==> config.mk <==
export PLATFORM = sky130hd
export DESIGN_NAME = wdg_top
export DESIGN_NICKNAME = d
export VERILOG_FILES = /design/src/hdl/wdg_pkg.sv /design/src/hdl/wdg_reset_stretch.sv /design/src/hdl/wdg_top.sv
export VERILOG_INCLUDE_DIRS = /design/src /design/src/hdl
export SDC_FILE = /design/constraint.sdc
export NUM_CORES = 1
export LEC_CHECK = 0
export ABC_AREA = 1
export BUFFER_PORTS_ARGS = -buffer_cell sky130_fd_sc_hd__buf_2
export CAP_MARGIN = 20
export CORE_MARGIN = 5
export CORE_UTILIZATION = 38
export DETAILED_ROUTE_END_ITERATION = 6
export PLACE_DENSITY = 0.65
export SETUP_SLACK_MARGIN = 0.1
export SYNTH_ARGS = -nofsm -noshare
export SYNTH_HDL_FRONTEND = slang
export SYNTH_SLANG_ARGS = --single-unit
==> constraint.sdc <==
create_clock -name clk -period 1.08 [get_ports clk]
set_input_delay 0.108 -clock clk [delete_from_list [all_inputs] [get_ports clk]]
set_output_delay 0.108 -clock clk [all_outputs]
set_load 0.01 [all_outputs]
==> src/hdl/wdg_defs.svh <==
// Purpose: constants for the watchdog down-counter block
// Assumes: 32-bit APB, one aligned word per register
// Notes: times in cycles of the 20 MHz core clock
`ifndef WDG_DEFS_SVH
`define WDG_DEFS_SVH
`define WDG_CTRL_ADDR 12'h0D8
`define WDG_OPT_ADDR 12'h0DC
`define WDG_CTRL_RESET 8'hFE
`define WDG_ACT_BIT 0
`define WDG_SR_BIT 1
`define WDG_PRESCALE_CYC 12'hC00
`define WDG_RST_HOLD_CYC 12'h800
`define WDG_CLK_NS 50
`endif

==> src/hdl/wdg_pkg.sv <==
// Purpose: types for the watchdog down-counter block
// Assumes: nothing
// Notes: none
package wdg_pkg;
   typedef struct packed {
      logic hw_activation;
      logic pin_stop_option;
   } wdg_opt_t;
   typedef enum logic [1:0] {
      WDG_RUN,
      WDG_WAIT,
      WDG_STOP
   } wdg_mode_t;
endpackage

==> src/hdl/wdg_reset_stretch.sv <==
// Purpose: hold the internal reset after its source goes away
// Assumes: source is synchronous to clk
// Notes: counter is 12 bits, enough for the hold time
`timescale 1ns/1ns
`include "wdg_defs.svh"
module wdg_reset_stretch
   import wdg_pkg::*;
(
   input wire logic clk,
   input wire logic rst_n,
   input wire logic source,
   output logic chip_reset
);
   logic [11:0] count;
   // -----------------------------
   // Delay counter
   // -----------------------------
   always_ff @(posedge clk or negedge rst_n) begin
      if (!rst_n) begin
         count <= 12'h000;
         chip_reset <= 1'b1;
      end else if (source) begin
         count <= 12'h000;
         chip_reset <= 1'b1;
      end else if (count == `WDG_RST_HOLD_CYC - 12'h001) begin
         chip_reset <= 1'b0;
      end else if (chip_reset) begin
         count <= count + 12'h001;
      end
   end
endmodule // wdg_reset_stretch

==> src/hdl/wdg_top.sv <==
// Purpose: digital watchdog down-counter with APB register access
// Assumes: options fixed by straps, sampled after reset release
// Notes: stop/wait requests come from the core as one-cycle pulses
`timescale 1ns/1ns
`include "wdg_defs.svh"
module wdg_top
   import wdg_pkg::*;
(
   input wire logic clk,
   input wire logic reset_n,
   input wire logic psel,
   input wire logic penable,
   input wire logic pwrite,
   input wire logic [11:0] paddr,
   input wire logic [31:0] pwdata,
   output logic [31:0] prdata,
   output logic pready,
   output logic pslverr,
   input wire logic hw_activation_strap,
   input wire logic pin_stop_strap,
   input wire logic nmi_pin,
   input wire logic stop_request,
   input wire logic wake_interrupt,
   output logic chip_reset,
   output logic oscillator_halt,
   output logic cpu_wait,
   output logic cpu_stop
);
   // -----------------------------
   // Reset and pin synchronisers
   // -----------------------------
   logic rst_meta, rst_n;
   logic [2:0] pin_meta, pin_sync;
   always_ff @(posedge clk or negedge reset_n) begin
      if (!reset_n) begin
         rst_meta <= 1'b0;
         rst_n <= 1'b0;
      end else begin
         rst_meta <= 1'b1;
         rst_n <= rst_meta;
      end
   end
   always_ff @(posedge clk or negedge rst_n) begin
      if (!rst_n) begin
         pin_meta <= 3'h0;
         pin_sync <= 3'h0;
      end else begin
         pin_meta <= {nmi_pin, pin_stop_strap, hw_activation_strap};
         pin_sync <= pin_meta;
      end
   end
   wire nmi_high = pin_sync[2];
   // -----------------------------
   // Options, caught after release
   // -----------------------------
   wdg_opt_t opt;
   logic opt_taken;
   always_ff @(posedge clk or negedge rst_n) begin
      if (!rst_n) begin
         opt <= '0;
         opt_taken <= 1'b0;
      // Wait for the held reset so the strap copies have settled
      end else if (!opt_taken && !chip_reset) begin
         opt <= '{hw_activation: pin_sync[0], pin_stop_option: pin_sync[1]};
         opt_taken <= 1'b1;
      end
   end
   // -----------------------------
   // Internal chip reset
   // -----------------------------
   logic core_rst_n;
   logic timeout_rst, swr_rst;
   wdg_reset_stretch u_stretch (
      .clk(clk),
      .rst_n(rst_n),
      .source(timeout_rst | swr_rst),
      .chip_reset(chip_reset)
   );
   // Holding the counter in reset while the chip is held keeps one source
   assign core_rst_n = ~chip_reset;
   // -----------------------------
   // APB decode
   // -----------------------------
   wire ctrl_sel = paddr == `WDG_CTRL_ADDR;
   wire opt_sel = paddr == `WDG_OPT_ADDR;
   wire access = psel & penable;
   wire ctrl_wr = access & pwrite & ctrl_sel;
   assign pready = 1'b1;
   assign pslverr = access & ~(ctrl_sel | opt_sel);
   // -----------------------------
   // Counter and activate bit
   // -----------------------------
   // Counter bits: [5:0] period (lsb first), [6] software-reset bit
   logic [6:0] count;
   logic active_bit;
   logic [11:0] prescale;
   wdg_mode_t mode;
   logic [6:0] wr_count;
   // reversed mapping: reg bit 7 -> counter bit 0, reg bit 2 -> bit 5
   assign wr_count = {pwdata[`WDG_SR_BIT], pwdata[2], pwdata[3],
                      pwdata[4], pwdata[5], pwdata[6], pwdata[7]};
   wire active = active_bit | opt.hw_activation;
   wire frozen = mode == WDG_STOP;
   wire tick = !frozen && (prescale == `WDG_PRESCALE_CYC - 12'h001);
   wire [6:0] next_count = count - 7'h01;
   always_ff @(posedge clk or negedge core_rst_n) begin
      if (!core_rst_n) begin
         count <= 7'h7F;
         active_bit <= 1'b0;
         prescale <= 12'h000;
      end else if (ctrl_wr) begin
         count <= wr_count;
         prescale <= 12'h000;
         if (pwdata[`WDG_ACT_BIT])
            active_bit <= 1'b1;
      end else if (!frozen) begin
         prescale <= tick ? 12'h000 : prescale + 12'h001;
         if (tick)
            count <= next_count;
      end
   end
   // Bit 6 falling on a tick ends the period; as a timer it just wraps
   assign timeout_rst = active && tick && count[6] && !next_count[6];
   // A write dropping the software-reset bit resets even while inactive
   assign swr_rst = ctrl_wr && !pwdata[`WDG_SR_BIT];
   // -----------------------------
   // Stop and wait handling
   // -----------------------------
   logic [1:0] mode_bits;
   wire stop_is_stop = !active ||
                       (opt.pin_stop_option && nmi_high);
   always_ff @(posedge clk or negedge core_rst_n) begin
      if (!core_rst_n) begin
         mode <= WDG_RUN;
      end else begin
         case (mode)
            WDG_RUN: begin
               if (stop_request)
                  mode <= stop_is_stop ? WDG_STOP : WDG_WAIT;
            end
            WDG_WAIT, WDG_STOP: begin
               if (wake_interrupt)
                  mode <= WDG_RUN;
            end
            default: mode <= WDG_RUN;
         endcase
      end
   end
   assign cpu_stop = mode == WDG_STOP;
   assign cpu_wait = mode == WDG_WAIT;
   // Oscillator only halts when no active watchdog needs it
   assign oscillator_halt = cpu_stop && !active;
   // -----------------------------
   // Read data
   // -----------------------------
   wire [7:0] ctrl_view = {count[0], count[1], count[2], count[3],
                           count[4], count[5], count[6], active};
   always_ff @(posedge clk or negedge rst_n) begin
      if (!rst_n) begin
         prdata <= 32'h0000_0000;
      end else if (psel && !penable && !pwrite) begin
         prdata <= ctrl_sel ? {24'h000000, ctrl_view} :
                   opt_sel ? {30'h0, opt} : 32'h0000_0000;
      end
   end
   assign mode_bits = mode;
endmodule // wdg_top

# Word level (Yosys, flattened, before mapping)
# Index checks and enable logic that the tools add are counted.
# W data, S select, Z words.
[classes]
addsub = 3
n_mul = 0
div_mod_pow = 0
magnitude_cmp = 0
eq_ne = 10
shifts = 0
n_mux = 17
bitwise = 8
reduce_logical = 28
[op_table]
columns = ["operator", "n"]
rows = [
  ["$mux W12", 6],
  ["$add A12 B1 Y12 const B", 2],
  ["$eq A12 B8 Y1 const B", 2],
  ["$mux W7", 3],
  ["$eq A12 B11 Y1 const B", 1],
  ["$eq A12 B12 Y1 const B", 1],
  ["$logic_and A1 B1 Y1", 10],
  ["$logic_not A1 Y1", 8],
  ["$mux W2", 4],
  ["$mux W8", 1],
  ["$reduce_and A2 Y1", 4],
  ["$sub A7 B1 Y7 const B", 1],
  ["$reduce_bool A2 Y1", 3],
  ["$and A1 B1 Y1", 4],
  ["$ne A2 B1 Y1 const B", 2],
  ["$ne A2 B2 Y1 const B", 2],
  ["$pmux W2 S2", 1],
  ["$or A1 B1 Y1", 3],
  ["$eq A2 B1 Y1 const B", 1],
  ["$eq A2 B2 Y1 const B", 1],
  ["$logic_not A2 Y1", 1],
  ["$mux W1", 2],
  ["$reduce_or A2 Y1", 1],
  ["$logic_or A1 B1 Y1", 1],
  ["$not A1 Y1", 1],
]
[word_totals]
register_bits = 78
latchBits = 0
ram_bits = 0
romBits = 0
in_bits = 54
output_inout_bits = 38
elab_cells = 80
memories = 0

# Longest topological paths before layout
[logic_depth]
depth_word = 9
depth_mapped = 10
mapped_depth_nobuf = 10

# Modules after synthesis
# A second synthesis with hierarchy kept.
[hier_totals]
hier_cells = 437
area_unflattened_um2 = 3373.2
[modules_own_cells]
columns = ["module", "n_inst", "cells_per_inst", "area_each_um2", "seq_area_each_um2"]
rows = [
  ["wdg_top", 1, 320, 2518.7, 1034.7],
  ["wdg_reset_stretch", 1, 117, 854.6, 326.6],
]

# Least setup slack after synthesis
# No wires, ideal clock.
[synth_path]
path_type = "register -> register"
startpoint = "register u_stretch.chip_reset"
endpoint = "register opt_taken"
setup_time_ps = 128
t_arrival_ps = 1620
required_ps = 952
path_slack_ps = -668
stages_incl_launch_ff = 4
path_buffers = 1
synth_period_minus_slack_ps = 1748
cell_sequence = "dfstp_2 clkbuf_1 inv_1 or2_2"
[synth_between]
elab_chain_len = 2
[synth_lines]
columns = ["item", "line_no", "source"]
rows = [
  ["start: declaration", "wdg_reset_stretch.sv:12", "output logic chip_reset"],
  ["start signal: assignment", "wdg_reset_stretch.sv:21", "chip_reset <= 1'b1;"],
  ["start signal: assignment", "wdg_reset_stretch.sv:24", "chip_reset <= 1'b1;"],
  ["start signal: assignment", "wdg_reset_stretch.sv:26", "chip_reset <= 1'b0;"],
  ["$logic_not A1 Y1 (no source line)", "--", ""],
  ["$logic_and A1 B1 Y1", "wdg_top.sv:63", "end else if (!opt_taken && !chip_reset) begin"],
  ["end signal: assignment", "wdg_top.sv:61", "opt_taken <= 1'b0;"],
  ["end signal: assignment", "wdg_top.sv:65", "opt_taken <= 1'b1;"],
  ["end: declaration", "wdg_top.sv:57", "logic opt_taken;"],
]
# Every way passes these cells.
# A chain may end at the register's enable or synchronous reset.

# Worst setup path in the final report
[layout_path]
startpoint = "register mode[0]"
endpoint = "output oscillator_halt"
[layout_between]
elab_chain_len = 2
[layout_lines]
columns = ["item", "line_no", "source"]
rows = [
  ["start: declaration", "wdg_top.sv:97", "wdg_mode_t mode;"],
  ["start signal: assignment", "wdg_top.sv:139", "mode <= stop_is_stop ? WDG_STOP : WDG_WAIT;"],
  ["$eq A2 B2 Y1", "wdg_top.sv:149", "assign cpu_stop = mode == WDG_STOP;"],
  ["$logic_and A1 B1 Y1", "wdg_top.sv:152", "assign oscillator_halt = cpu_stop && !active;"],
  ["end: declaration", "wdg_top.sv:25", "output logic oscillator_halt,"],
]
# Every way passes these cells.

==> results.cfg <==
[placed_design]
port_buffers = 42
post-dp-hpwl_um = 6520
routabilityCongestion = 0.866
placed_area_um2 = 4230

[layout]
num_antenna_cells = 0
layout-drive-gt1-share_pct = 47.5
fin_area_um2 = 5070
fin_nets = 659
nFillCells = 694
fin_util_pct = 61.1
area_delta_synth_final_pct = 55.3

[cts]
cts_tree = done
htreeDepth = 2
clk_pin_slew_ps = 100
clock_tree.root_cell = clkbuf_8
cts_buffer_depth = 2
cts_sinks = 54
numCtsBuffers = 5
clkLatencyLatePin_ps = 310

[sta]
grt_setup_unrepaired = true
hold_violations = 0
fmax_mhz = 656
period_minus_slack_ps = 1530
report.final.slew_viol_count = 0
setup_ws_ps = -445
period_share_pct = 141
fin_skew_ps = 6.45
setup_viol = 41

[worst_setup_path]
start_kind = flop
arrival_ps = 1420
worst-r2r-cell-count = 9
required_ps = 970
critical_path.max_fanout = 2
endpoint_kind = output port
critPathKind = reg2out

[yosys]
ys_async_sr_fraction_pct = 100
synth_area_leader_cell = dfrtp_1
ys_seq_area_share_pct = 41.7
synthTopCellsByArea = dfrtp_1 35%, nand2_1 13%, dfstp_2 6.4%
synth_cell_types = 34
ys_ff_latch = 54
ys_warn_count = 0
synth.avg_cell_area_um2 = 7.54
synth_edf_count = 0
synthCells = 433
synth_top_area_share_pct = 35.2
synth_area_um2 = 3270
synth_ff_type = dfrtp_1

[drt]
wl_per_cell_um = 13.1
vias = 3379
route.detailed.drc = 0
drt_wl_total_um = 9230
first_iter_violations = 115
ant_nets = 0
viasPerCell = 4.79
dr.pass1.iters = 4

[pwr]
powerDensity_nw_per_um2 = 1220
cellLeakagePower_nw = 2.69
worst_ir_drop_vdd_mv = 0.850

[global_route]
grt_start_max_net_pins = 23
grt_pass1_wl_um = 14600
gr-total-overflow = 0
grt_antenna_before_repair = 0
grt_usage_pct = 17.3
first_global_vias = 3287

[floorplanning]
die_w_um = 103
dieArea_um2 = 10500
core_um2 = 8300
dieHeight_um = 103
rows = 33
start_util_pct = 39.3
ioPinCount = 92

[run]
maxCapViolCount = 0

[outcome]
violations = setup timing
status = finished with violations

[hold_path]
hp-class = in2reg
min_path_cells = 3
[cell usage in the layout, fill, tap and decap left out, types with 3 or more instances in the layout]
cell,n
buf_2,33
buf_4,97
buf_6,30
clkbuf_8,5
conb_1,26
dfrtp_1,46
dfstp_2,8
dlygate4sd3_1,4
inv_1,40
inv_2,13
nand2_1,92
nand2_2,20
nand2_4,8
nand3_1,22
nand3_2,14
nand3_4,3
nand4_1,26
nor2_1,25
nor2_2,8
nor2_4,14
o21ai_1,11
o21ai_2,3
o31ai_2,3
xor2_1,6
[cells in the mapped netlist, types with 2 or more instances]
cell,instances
o21ai_0,12
o31ai_1,4
inv_2,6
dfstp_2,8
o22ai_1,2
clkbuf_1,5
nor2_4,5
nand3_1,38
o21a_1,2
nand4_1,26
nor2_1,41
nand2_2,3
nand2_4,2
xor2_1,7
nand2_1,115
a21oi_1,4
inv_1,54
o21ai_1,4
o21bai_1,2
dfrtp_1,46
conb_1,2
ha_1,6
or2_2,3
buf_4,25
clkinv_1,2
[report_power, final]
part | leakage, nW | switching (mW) | internal (mW)
sequential | 0.669 | 0.184 | 2.28
clock | 0.0441 | 0.728 | 0.458
combinational | 1.98 | 1.26 | 1.28
[sequential cells by signal, summed over array words and instances (netlist names), 2 cells and up]
signal and flops:
count 7, mode 2, opt 2, u_stretch.count 12
prdata 8, prescale 12, pin_meta 3, pin_sync 3
[worst max-delay path, cell delays in order (launching register included)]
cell     delay, ps
dfrtp_1        410
inv_2           80
ha_4           150
buf_6          120
inv_8           30
buf_12         110
nor2_4          90
buf_6          110
[final timing paths]
check                                                 start                 endpoint  slack, ps
max                                     mode[0]$_DFFE_PP0P_          oscillator_halt       -450
min                                               pwdata[7]     count[0]$_DFFE_PP1P_         30
max reg2reg                         prescale[0]$_DFFE_PP0P_  prescale[7]$_DFFE_PP0P_       -380
min reg2reg                                 rst_n$_DFF_PN0_    pin_meta[0]$_DFF_PN0_        210
max in group asynchronous  u_stretch.chip_reset$_DFFE_PN1P_     count[3]$_DFFE_PP1P_        220
min in group asynchronous                           reset_n       rst_meta$_DFF_PN0_        100
[cells by family after synthesis]
| logic type | share of synthesized area [%] |
|---|---|
| flops | 41.7 |
| other cells | 0.230 |
| compound gates | 5.52 |
| buf+inv | 13.8 |
| fa+ha+maj | 2.30 |
| xor+xnor | 2.15 |
| simple gates | 34.3 |
[repair_timing]
item                                   4_1_cts  5_1_grt
cloned                                       1        0
resized for setup                           74       63
pin swaps                                   29       33
buffers inserted                            20       12
setup endpoints to repair                   50       58
endpoints found under the hold margin        5        0
hold buffers                                 4        0
[per-stage QoR]
stage	setup TNS, ps	hold slack, ps	std cells	power [mW]	setup WS (ps)
global route	-15380	36.5	705	6.59	-496
global placement	-11170	-106	662	4.61	-374
CTS	-12590	30.3	695	6.01	-439
finish	-12490	32.1	705	6.19	-445
detailed placement	-13100	-104	662	4.68	-443
floorplan	-9320	-188	457	3.69	-502
[routing by layer]
metal | track usage, % | share of wire, %
met1 | 22.6 | 42
met5 | 0 | 0
met4 | 5.05 | 1.2
met3 | 3.32 | 4.6
met2 | 29.3 | 52
[area by class of cell]
cell class                 count  area, um^2  area share [%]
clock buffer                   5        68.8            1.36
clock inverter                 3        21.3           0.419
inverter                      62         267            5.25
multi-input combinational    311        1930            38.1
sequential                    54        1360            26.8
tap                          105         131            2.59
timing repair buffer         165        1290            25.5
No activity file was read; power rests on OpenSTA's default activity.
